## config.mk

```make
export PLATFORM = sky130hd
export DESIGN_NAME = mic_top
export DESIGN_NICKNAME = d
export VERILOG_FILES = /design/src/mic_pkg.sv /design/src/mic_evt_if.sv /design/src/mic_event_front.sv /design/src/mic_top.sv
export SDC_FILE = /design/constraint.sdc
export NUM_CORES = 1
export LEC_CHECK = 0
export BUFFER_PORTS_ARGS = -buffer_cell sky130_fd_sc_hd__buf_4
export CORE_MARGIN = 3
export CORE_UTILIZATION = 55
export DETAILED_ROUTE_END_ITERATION = 7
export GPL_TIMING_DRIVEN = 0
export PLACE_DENSITY = 0.95
export SKIP_CTS_REPAIR_TIMING = 1
export SLEW_MARGIN = 10
export SYNTH_ARGS = -nofsm -noshare
export SYNTH_HDL_FRONTEND = slang
export SYNTH_SLANG_ARGS = --single-unit
export TNS_END_PERCENT = 5
```

## constraint.sdc

```tcl
create_clock -name i_clk -period 4.65 [get_ports i_clk]
set_input_delay 0.93 -clock i_clk [delete_from_list [all_inputs] [get_ports i_clk]]
set_output_delay 0.93 -clock i_clk [all_outputs]
set_load 0.01 [all_outputs]
```

## src/mic_pkg.sv

```systemverilog
package mic_pkg;

  // ******************************************************************
  // Widths and register map.
  // ******************************************************************
  localparam int        ADDR_W        = 8;
  localparam int        DATA_W        = 8;
  localparam int        PC_W          = 13;
  localparam logic [7:0] ADDR_CTRL    = 8'h00;
  localparam logic [7:0] ADDR_PFLAG_A = 8'h01;
  localparam logic [7:0] ADDR_PEN_A   = 8'h02;
  localparam logic [7:0] ADDR_STAT    = 8'h03;
  localparam logic [7:0] ADDR_OPTION  = 8'h81;

  // ******************************************************************
  // Field positions.
  // ******************************************************************
  localparam int B_GIE  = 7;
  localparam int B_PEIE = 6;
  localparam int B_TWE  = 5;
  localparam int B_EXE  = 4;
  localparam int B_PCE  = 3;
  localparam int B_TWF  = 2;
  localparam int B_EXF  = 1;
  localparam int B_PCF  = 0;
  localparam int B_CONV = 0;
  localparam int B_EDGE = 6;
  localparam int B_ST_PEND  = 0;
  localparam int B_ST_WAKE  = 1;
  localparam int B_ST_EXPND = 2;

  // ******************************************************************
  // Reset values.
  // ******************************************************************
  localparam logic [7:0] CTRL_RST   = 8'h00;
  localparam logic [7:0] OPTION_RST = 8'hFF;
  localparam logic [7:0] PFLAG_RST  = 8'h00;
  localparam logic [7:0] PEN_RST    = 8'h00;
  localparam logic [12:0] VECTOR_ADDR = 13'h0004;

  // ******************************************************************
  // Timing.
  // ******************************************************************
  localparam int         CLK_NS      = 20;
  localparam int         PHASE_NS    = 20;
  localparam int         PHASE_CYC   = (PHASE_NS + CLK_NS - 1) / CLK_NS;
  localparam logic [1:0] LAT_WAIT_TCY = 2'h2;
  localparam logic [1:0] PRIME_CYC   = 2'h3;

  typedef enum logic [1:0] {
    PH_ONE   = 2'b00,
    PH_TWO   = 2'b01,
    PH_THREE = 2'b11,
    PH_FOUR  = 2'b10
  } mic_phase_t;

  typedef enum logic [1:0] {
    VS_IDLE = 2'b00,
    VS_WAIT = 2'b01,
    VS_VEC  = 2'b11
  } mic_vec_st_t;

  function automatic logic mic_pending(input logic [7:0] ctrl,
                                       input logic [7:0] pflag,
                                       input logic [7:0] pen);
    logic core_src;
    logic peri_src;
    core_src = (ctrl[B_TWF] & ctrl[B_TWE]) | (ctrl[B_EXF] & ctrl[B_EXE]) | (ctrl[B_PCF] & ctrl[B_PCE]);
    peri_src = ctrl[B_PEIE] & (|(pflag & pen));
    return core_src | peri_src;
  endfunction

endpackage

```

## src/mic_evt_if.sv

```systemverilog
`timescale 1ns/10ps
`default_nettype none
interface mic_evt_if;
  import mic_pkg::*;
  logic       edge_sel;
  mic_phase_t phase;
  logic       ext_edge;
  logic       port_chg;
  modport src (input edge_sel, output phase, output ext_edge, output port_chg);
  modport sink (output edge_sel, input phase, input ext_edge, input port_chg);
endinterface
`default_nettype wire

```

## src/mic_event_front.sv

```systemverilog
`timescale 1ns/10ps
`default_nettype none
module mic_event_front (
  // Clock and reset
  input  wire logic       i_clk,
  input  wire logic       i_rst_n,
  // Pins
  input  wire logic       i_ext_pin,
  input  wire logic [3:0] i_port_hi,
  // Events
  mic_evt_if.src          evt
);
  import mic_pkg::*;

  logic       ext_s1_r,  ext_s2_r,  ext_d_r;
  logic [3:0] port_s1_r, port_s2_r, port_d_r;
  logic [1:0] prime_r,   prime_nxt;
  mic_phase_t phase_r,   phase_nxt;

  // ******************************************************************
  // Phase sequencer and synchronisers.
  // ******************************************************************
  always_comb begin
    case (phase_r)
      PH_ONE:   phase_nxt = PH_TWO;
      PH_TWO:   phase_nxt = PH_THREE;
      PH_THREE: phase_nxt = PH_FOUR;
      PH_FOUR:  phase_nxt = PH_ONE;
      default:  phase_nxt = PH_ONE;
    endcase
    prime_nxt = (prime_r == PRIME_CYC) ? prime_r : prime_r + 2'h1;
  end

  always_ff @(posedge i_clk or negedge i_rst_n) begin
    if (!i_rst_n) begin
      phase_r   <= PH_ONE;
      prime_r   <= 2'h0;
      ext_s1_r  <= 1'b0;
      ext_s2_r  <= 1'b0;
      ext_d_r   <= 1'b0;
      port_s1_r <= 4'h0;
      port_s2_r <= 4'h0;
      port_d_r  <= 4'h0;
    end else begin
      phase_r   <= phase_nxt;
      prime_r   <= prime_nxt;
      ext_s1_r  <= i_ext_pin;
      ext_s2_r  <= ext_s1_r;
      ext_d_r   <= ext_s2_r;
      port_s1_r <= i_port_hi;
      port_s2_r <= port_s1_r;
      port_d_r  <= port_s2_r;
    end
  end

  // The history flops hold reset values until primed; no edge is reported before then.
  assign evt.phase    = phase_r;
  assign evt.ext_edge = (prime_r == PRIME_CYC) &
                        (evt.edge_sel ? (ext_s2_r & ~ext_d_r) : (~ext_s2_r & ext_d_r));
  assign evt.port_chg = (prime_r == PRIME_CYC) & (|(port_s2_r ^ port_d_r));

endmodule
`default_nettype wire

```

## src/mic_top.sv

```systemverilog
`timescale 1ns/10ps
`default_nettype none
module mic_top #(
  parameter logic PORT_Q2_MISS = 1'b0
) (
  // Clock and reset
  input  wire logic                      i_clk,
  input  wire logic                      i_rstn,
  // Register port
  input  wire logic [mic_pkg::ADDR_W-1:0] i_addr,
  input  wire logic [mic_pkg::DATA_W-1:0] i_wdata,
  input  wire logic                      i_wr,
  input  wire logic                      i_rd,
  output logic      [mic_pkg::DATA_W-1:0] o_rdata,
  // Pins
  input  wire logic                      i_ext_irq_pin,
  input  wire logic [3:0]                i_second_io_port_hi,
  // Event sources
  input  wire logic                      i_timer_wrap,
  input  wire logic                      i_conv_done,
  // Core
  input  wire logic [mic_pkg::PC_W-1:0]   i_pc,
  input  wire logic                      i_return_from_irq_op,
  input  wire logic                      i_asleep,
  input  wire logic                      i_port_read,
  output logic                           o_vector,
  output logic      [mic_pkg::PC_W-1:0]   o_vector_addr,
  output logic      [mic_pkg::PC_W-1:0]   o_ret_pc,
  output logic                           o_pop,
  output logic                           o_wake,
  output logic      [mic_pkg::DATA_W-1:0] o_option
);
  import mic_pkg::*;

  // ******************************************************************
  // Reset release.
  // ******************************************************************
  logic rst_s1_r;
  logic rst_n;

  always_ff @(posedge i_clk or negedge i_rstn) begin
    if (!i_rstn) begin
      rst_s1_r <= 1'b0;
      rst_n    <= 1'b0;
    end else begin
      rst_s1_r <= 1'b1;
      rst_n    <= rst_s1_r;
    end
  end

  // ******************************************************************
  // Event front end.
  // ******************************************************************
  mic_evt_if evt ();

  mic_event_front u_front (
    .i_clk     (i_clk),
    .i_rst_n   (rst_n),
    .i_ext_pin (i_ext_irq_pin),
    .i_port_hi (i_second_io_port_hi),
    .evt       (evt)
  );

  // ******************************************************************
  // Registers and flags.
  // ******************************************************************
  logic [7:0]   ctrl_r,    ctrl_nxt;
  logic [7:0]   option_r,  option_nxt;
  logic [7:0]   pflag_r,   pflag_nxt;
  logic [7:0]   pen_r,     pen_nxt;
  logic         ext_pend_r, ext_pend_nxt;
  logic [7:0]   rdata_r,   rdata_nxt;
  logic         pop_r,     pop_nxt;
  mic_vec_st_t  st_r,      st_nxt;
  logic [1:0]   cnt_r,     cnt_nxt;
  logic [12:0]  ret_pc_r,  ret_pc_nxt;
  logic         ext_win;
  logic         ext_set;
  logic         pc_set;
  logic         pending;
  logic         req;
  logic         q1;

  assign evt.edge_sel = option_r[B_EDGE];
  assign q1           = (evt.phase == PH_ONE);
  assign ext_win      = (evt.phase == PH_FOUR) | q1;
  assign ext_set      = (ext_pend_r | evt.ext_edge) & ext_win;
  // The quirky variant drops a change that lands on a port read at phase two.
  assign pc_set       = evt.port_chg & ~(PORT_Q2_MISS & i_port_read & (evt.phase == PH_TWO));
  assign pending      = mic_pending(ctrl_r, pflag_r, pen_r);
  assign req          = ctrl_r[B_GIE] & pending & ~i_asleep;

  always_comb begin
    ctrl_nxt     = ctrl_r;
    option_nxt   = option_r;
    pflag_nxt    = pflag_r;
    pen_nxt      = pen_r;
    if (i_wr) begin
      case (i_addr)
        ADDR_CTRL:    ctrl_nxt   = i_wdata;
        ADDR_OPTION:  option_nxt = i_wdata;
        ADDR_PFLAG_A: pflag_nxt  = i_wdata & 8'h01;
        ADDR_PEN_A:   pen_nxt    = i_wdata;
        default:      ctrl_nxt   = ctrl_r;
      endcase
    end
    // Hardware sets win over a write in the same cycle; no clear on acknowledge.
    if (i_return_from_irq_op) begin
      ctrl_nxt[B_GIE] = 1'b1;
    end
    if (st_r == VS_VEC) begin
      ctrl_nxt[B_GIE] = 1'b0;
    end
    if (i_timer_wrap) begin
      ctrl_nxt[B_TWF] = 1'b1;
    end
    if (ext_set) begin
      ctrl_nxt[B_EXF] = 1'b1;
    end
    if (pc_set) begin
      ctrl_nxt[B_PCF] = 1'b1;
    end
    if (i_conv_done) begin
      pflag_nxt[B_CONV] = 1'b1;
    end
    ext_pend_nxt = (ext_pend_r | evt.ext_edge) & ~ext_win;
  end

  // ******************************************************************
  // Vector sequencer.
  // ******************************************************************
  always_comb begin
    st_nxt     = st_r;
    cnt_nxt    = cnt_r;
    ret_pc_nxt = ret_pc_r;
    pop_nxt    = i_return_from_irq_op;
    case (st_r)
      VS_IDLE: begin
        if (q1 && req) begin
          st_nxt  = VS_WAIT;
          cnt_nxt = 2'h0;
        end
      end
      VS_WAIT: begin
        if (!req) begin
          st_nxt = VS_IDLE;
        end else if (q1) begin
          if (cnt_r == LAT_WAIT_TCY - 2'h1) begin
            st_nxt     = VS_VEC;
            ret_pc_nxt = i_pc;
          end else begin
            cnt_nxt = cnt_r + 2'h1;
          end
        end
      end
      VS_VEC:  st_nxt = VS_IDLE;
      default: st_nxt = VS_IDLE;
    endcase
  end

  // ******************************************************************
  // Read path.
  // ******************************************************************
  always_comb begin
    rdata_nxt = 8'h00;
    if (i_rd) begin
      case (i_addr)
        ADDR_CTRL:    rdata_nxt = ctrl_r;
        ADDR_OPTION:  rdata_nxt = option_r;
        ADDR_PFLAG_A: rdata_nxt = pflag_r;
        ADDR_PEN_A:   rdata_nxt = pen_r;
        ADDR_STAT: begin
          rdata_nxt[B_ST_PEND]  = (st_r != VS_IDLE);
          rdata_nxt[B_ST_WAKE]  = o_wake;
          rdata_nxt[B_ST_EXPND] = ext_pend_r;
        end
        default:      rdata_nxt = 8'h00;
      endcase
    end
  end

  always_ff @(posedge i_clk or negedge rst_n) begin
    if (!rst_n) begin
      ctrl_r     <= CTRL_RST;
      option_r   <= OPTION_RST;
      pflag_r    <= PFLAG_RST;
      pen_r      <= PEN_RST;
      ext_pend_r <= 1'b0;
      rdata_r    <= 8'h00;
      pop_r      <= 1'b0;
      st_r       <= VS_IDLE;
      cnt_r      <= 2'h0;
      ret_pc_r   <= 13'h0000;
    end else begin
      ctrl_r     <= ctrl_nxt;
      option_r   <= option_nxt;
      pflag_r    <= pflag_nxt;
      pen_r      <= pen_nxt;
      ext_pend_r <= ext_pend_nxt;
      rdata_r    <= rdata_nxt;
      pop_r      <= pop_nxt;
      st_r       <= st_nxt;
      cnt_r      <= cnt_nxt;
      ret_pc_r   <= ret_pc_nxt;
    end
  end

  // Wake ignores the global enable so the core can resume in line.
  assign o_wake        = i_asleep & pending;
  assign o_vector      = (st_r == VS_VEC);
  assign o_vector_addr = VECTOR_ADDR;
  assign o_ret_pc      = ret_pc_r;
  assign o_pop         = pop_r;
  assign o_rdata       = rdata_r;
  assign o_option      = option_r;
endmodule
`default_nettype wire

```

* Yosys cells after proc, flatten, opt, wreduce, memory -nomap -nowiden *
Cells that the tools add are included.

storage, ports and cells
  input port bits = 43
  bits in registers = 73

operators by class
  reductions and logical operators = 29
  eq/ne operators = 17
  bitwise logic cells = 24
  add/subtract/negate cells = 2
  mux-type cells = 25

operators by type and width
  operator                                                         number
  8-bit two-way mux                                                3
  2-bit nonzero test                                               10
  8-bit by 2-bit == test with 1-bit output, second input constant  2
  2-bit two-way mux                                                8
  2-bit AND reduction                                              8
  3-bit one-hot mux with 5 select lines                            1
  5-bit one-hot mux with 3 select lines                            1
  1-bit bitwise AND                                                13
  1-bit two-way mux                                                9
  1-bit by 8-bit bitwise AND with 8-bit output                     1
  2-bit == test, second input constant                             4
  8-bit by 1-bit == test with 1-bit output, second input constant  1
  8-bit == test, second input constant                             1
  8-bit logical NOT                                                1
  2-bit != test, second input constant                             4
  2-bit one-hot mux with 2 select lines                            2
  2-bit one-hot mux with 4 select lines                            1
  8-bit OR reduction                                               1
  2-bit by 1-bit == test with 1-bit output, second input constant  3
  3-bit != test, second input constant                             2
  3-bit nonzero test                                               2
  1-bit OR                                                         5
  5-bit AND reduction                                              1
  2-bit by 1-bit adder with 2-bit output, second input constant    2
  other kinds (7)                                                  11

* Logic depth before layout (Yosys ltp) *
  depth after elaboration = 9
  gate-level depth with buffers = 6

* By module *
Synthesis repeated with hierarchy kept, for this count alone.

second synthesis, totals
  cell total of the unflattened synthesis = 232
  area total of the unflattened synthesis = 3110.5 sq um

modules (own cells, without submodules)
  module           area each (sq um)  cells each  times used
  mic_top          2524.9             200         1
  mic_event_front  585.6              32          1

* Worst setup path before layout *
Ideal clock, no wire load.

  kind = input port to flip-flop
  start point = in i_asleep
  end point = reg ret_pc_r[0] (netlist: o_ret_pc[0])
  stages = 5
  data arrival time = 2.395 ns
  required time = 4.525 ns
  path buffers = 1
  slack = 2.130 ns
  setup time = 0.125 ns
  cells stage by stage = or3b_1 a2111o_1 nor2_4 buf_12 mux2_4

between the ends
  longest elaborated chain between the ends = 3

ends and longest elaborated chain
  what                                  RTL line        text
  from (decl)                           mic_top.sv:24   input wire logic i_asleep,
  1-bit NOT                             mic_top.sv:91   assign req = ctrl_r[B_GIE] & pending & ~i_asleep;
  1-bit bitwise AND                     mic_top.sv:91
  4-bit AND reduction (no source line)  --
  to (signal assigned)                  mic_top.sv:204  ret_pc_r <= ret_pc_nxt;
  to (decl)                             mic_top.sv:76   logic [12:0] ret_pc_r, ret_pc_nxt;

No other way between the ends.
A chain may end at the register's enable or synchronous reset.

* Final worst setup path *
  start point = reg ctrl_r[5]
  end point = out o_wake

between the ends
  longest elaborated chain between the ends = 5

ends and longest elaborated chain
  what                    RTL line        text
  from (decl)             mic_top.sv:67   logic [7:0] ctrl_r, ctrl_nxt;
  from (signal assigned)  mic_top.sv:195  ctrl_r <= ctrl_nxt;
  1-bit bitwise AND       mic_pkg.sv:68   core_src = (ctrl[B_TWF] & ctrl[B_TWE]) | (ctrl[B_EXF] & ctrl[B_EXE]) | (ctrl[B_PCF] & ctrl[B_PCE]);
  1-bit OR (2 in a row)   mic_pkg.sv:68
  1-bit OR                mic_pkg.sv:70   return core_src | peri_src;
  1-bit bitwise AND       mic_top.sv:209  assign o_wake = i_asleep & pending;
  to (decl)               mic_top.sv:30   output logic o_wake,

No other way between the ends.

==> summary by stage <==
Run status
The flow ran to the end, and the final reports show no timing, DRC or antenna violations.

STA
Setup repair after global routing left no endpoint under its margin. Across the routed clock network, the largest skew measured is 0.00713 ns. Headroom to the max-slew limit came out at 55.8%. The clock period could shrink to 2.76 ns. Setup violations remaining at the end of the flow were counted as 0. The hold violation count in the final report is 0.

The final clock period utilization by the worst path is 59.5%. The total negative slack for setup checks is 0 ns. The maximum operating frequency is 0.362 GHz. The final max-slew violation count is 0. At the pin with the least slew margin, the transition time is 0.660 ns.

Synthesis
The post-synthesis instance total is 222. The top cell type by area accounts for 53.9% of the synthesized area. The primary flip-flop cell chosen by synthesis mapping is dfrtp_1.

By area the synthesized netlist is led by dfrtp_1 (54%), mux2_2 (12%), dfstp_2 (7.0%), mux2_4 (4.5%), buf_4 (3.5%). After synthesis, the most frequently instantiated cells are dfrtp_1 (65), mux2_2 (33), buf_4 (14). Yosys mapped a number of flops with a built-in enable equal to 0. Of all flip-flops after synthesis, the portion carrying an async set or reset was 100%. The number of library cell types mapped by synthesis is 35. In this run, synthesis produced a sequential element count of 73.

The post-synthesis cell area is 3020 sq um. In this run the mean area of a mapped cell was 13.6 sq um. The part of the Yosys area used for sequential elements is 60.8%.

The leading cell type by number of instances after synthesis is dfrtp_1. dfrtp_1 takes more of the synthesized area than any other cell. Yosys printed 0 warnings.

Place
During placement, the flow inserted port buffers numbering 72. The global placer's final weighted congestion is 0.900. Summed over all nets, the half-perimeter wirelength after detailed placement is 4.33 mm.

Critical path
At the worst endpoint, the arrival time is 1.83 ns. In this run the critical register-to-register path is launched from st_r[1]$_DFFE_PN0P_. Counting both buffers and inverters, the worst setup path holds a total of 1. On the worst path, the slowest cell contributes a delay of 0.58 ns. Measured in cells, the most critical reg-to-reg path has a length of 5. The worst register-to-register path ends at o_ret_pc[3]$_DFFE_PN0P_. The slack of the worst reg-to-reg path is 2.56 ns. The setup path with the least slack is of type reg -> out.

The worst setup path is captured at an output port. Traced cell by cell, the critical path runs through a222oi_1 > nand2_1 > and2_1 > buf_4. The critical path required time is 3.72 ns. Among cell families on the critical path, the largest total delay comes from compound AO/OA/AOI/OAI gates.

The critical-path cell with the highest stage delay is a222oi_1. The worst setup path is launched from a flop. Of all nets on the critical path, the largest fanout is 3.

Finish
The post-route netlist has 48.3% of its cells at a drive strength greater than 1. The filler cell count is 348. The storage element area is 1840 sq um.

The layout-stage area growth over the synthesis result is 29.8%. In the final design database the tool counted 363 nets. The total area of multi-input combinational cells is 1070 sq um. The repair_antennas step left the layout with diodes totalling 0. Once layout is complete, the utilization of the core stands at 75.3%.

Clocking
The clock tree from TritonCTS is done. For the worst-skew pair, the clock arrives at the later sink with an insertion delay of 0.35 ns. The clock passes through at most 2 buffers. The H-tree was split into 3 levels. The root buffer cell is clkbuf_8. The number of clock buffers added by TritonCTS is 9. The total clock sinks is 73. After clock tree synthesis, the clock-pin slew on the worst setup and hold paths is 0.08 ns.

Detailed routing
The routed design has 5.97 mm of wire. The total via count after detailed routing is 2,063. The final routed DRC violation total is 0. The ratio of routed vias to standard cells is 5.25. The routed wire length per instance is 15.2 um. The detailed router finished its first iteration with 88 violations. The iteration count of the initial detailed-routing pass is 7. The detail route stage leaves a number of antenna-violating nets equal to 0.

Global route
The total overflow left after global routing is 0. The wire length of the first global-routing pass is 9.55 mm. The overall fraction of global-route tracks in use is 19.9%. The initial antenna violation count came to 0. The number of global-route vias before repair is 2,080. The largest net degree at the start of global routing is 66.

Power
The worst-case IR drop observed on VDD is 0.196 mV. The analysis attributes to cell leakage a power of 1.91 nW. Dividing total power by cell area gives a power density of 323 nW/um^2.

Floorplan
Pin placement for this block handled 88 I/O pins. The die is 80.1 um wide. The starting density of the core is 58.0%.

The die covers 6410 sq um. The height of the die is 80.1 um. The core footprint is 5200 sq um.

Row generation in the floorplan step produced 26 rows.

Worst hold path
The path class of the lowest-slack min-delay path is reg -> async.

Flow run
The tool flagged a number of max-cap violations equal to 0.
-- report_power, final --
| group | total, mW | internal, mW | switching [mW] |
|---|---|---|---|
| logic | 0.114 | 0.0605 | 0.0535 |
| registers | 0.671 | 0.657 | 0.0141 |
| clock network | 0.479 | 0.247 | 0.232 |
-- layer usage --
metal	share of wire (%)	track usage, %	vias up
met4	2.4	11.5	0
met5	0	0	-
met2	49	32.9	100
met3	9.3	4.93	14
li1	-	-	950
met1	39	23.5	999
-- logic make-up after synthesis --
group,share of synthesized area (%)
adder cells (fa/ha/maj),0.829
buffers and inverters,5.26
flip-flops,60.8
multiplexers,17.1
XOR/XNOR,1.45
AND/OR/NAND/NOR,8.16
AO/OA/AOI/OAI,6.09
other,0.249
-- worst reg2reg max path: cells and delay by family, from the launching register on --
kind / cells / cell delay, ns
flops: 1 / 0.40
simple gates: 2 / 0.62
buf+inv: 1 / 0.17
mux: 1 / 0.30
compound gates: 1 / 0.48
-- per-stage QoR --
stage | hold slack (ns) | std cells | cell area [sq um] | setup slack (ns) | total power, mW
finish | 0.137 | 393 | 3920 | 1.89 | 1.26
global route | 0.148 | 393 | 3920 | 1.84 | 1.32
CTS | 0.140 | 393 | 3920 | 1.90 | 1.28
detailed placement | 0.135 | 377 | 3720 | 1.88 | 0.796
global placement | 0.331 | 376 | 3690 | 1.87 | 0.787
floorplan | 0.331 | 234 | 3060 | 2.13 | 0.741
-- cell type report --
cell class,count,share of cell area (%)
Inverter,5,0.479
Tap cell,70,2.24
Timing Repair Buffer,73,14.5
Clock inverter,7,1.79
Buffer,19,3.58
Sequential cell,73,47.0
Multi-Input combinational cell,137,27.3
Clock buffer,9,3.16
-- state kept, by name (all words and copies together) (netlist names), 2 cells and up --
name               count
o_ret_pc              13
ctrl_r                 8
o_option               8
o_rdata                8
pen_r                  8
u_front.port_d_r       4
u_front.port_s1_r      4
u_front.port_s2_r      4
cnt_r                  2
st_r                   2
u_front.evt.phase      2
u_front.prime_r        2
-- how the worst max path moves through the flow --
stage	slack, ns	endpoint	depth (start not counted)	start
finish	1.89	o_wake	4	ctrl_r[5]$_DFFE_PN0P_
global route	1.84	o_wake	4	ctrl_r[5]$_DFFE_PN0P_
CTS	1.90	o_wake	4	ctrl_r[5]$_DFFE_PN0P_
detailed placement	1.88	pen_r[4]$_DFFE_PN0P_	4	i_addr[1]
global placement	1.87	o_rdata[4]$_DFF_PN0_	0	rst_n$_DFF_PN0_
floorplan	2.13	o_ret_pc[0]$_DFFE_PN0P_	5	i_asleep
-- layout by cell type (no fill, tap or decap), drive strengths merged, types with 3 or more instances in the layout --
cell    instances
buf            88
dfrtp          65
mux2           42
conb           14
nor2           14
clkbuf         13
a22oi           9
dfstp           8
nand2           6
nand4           6
inv             6
nand3           5
xnor2           5
and2            4
o21ai           4
a21oi           4
clkinv          4
nor2b           3
nor3            3
(Power assumes the default switching activity.)
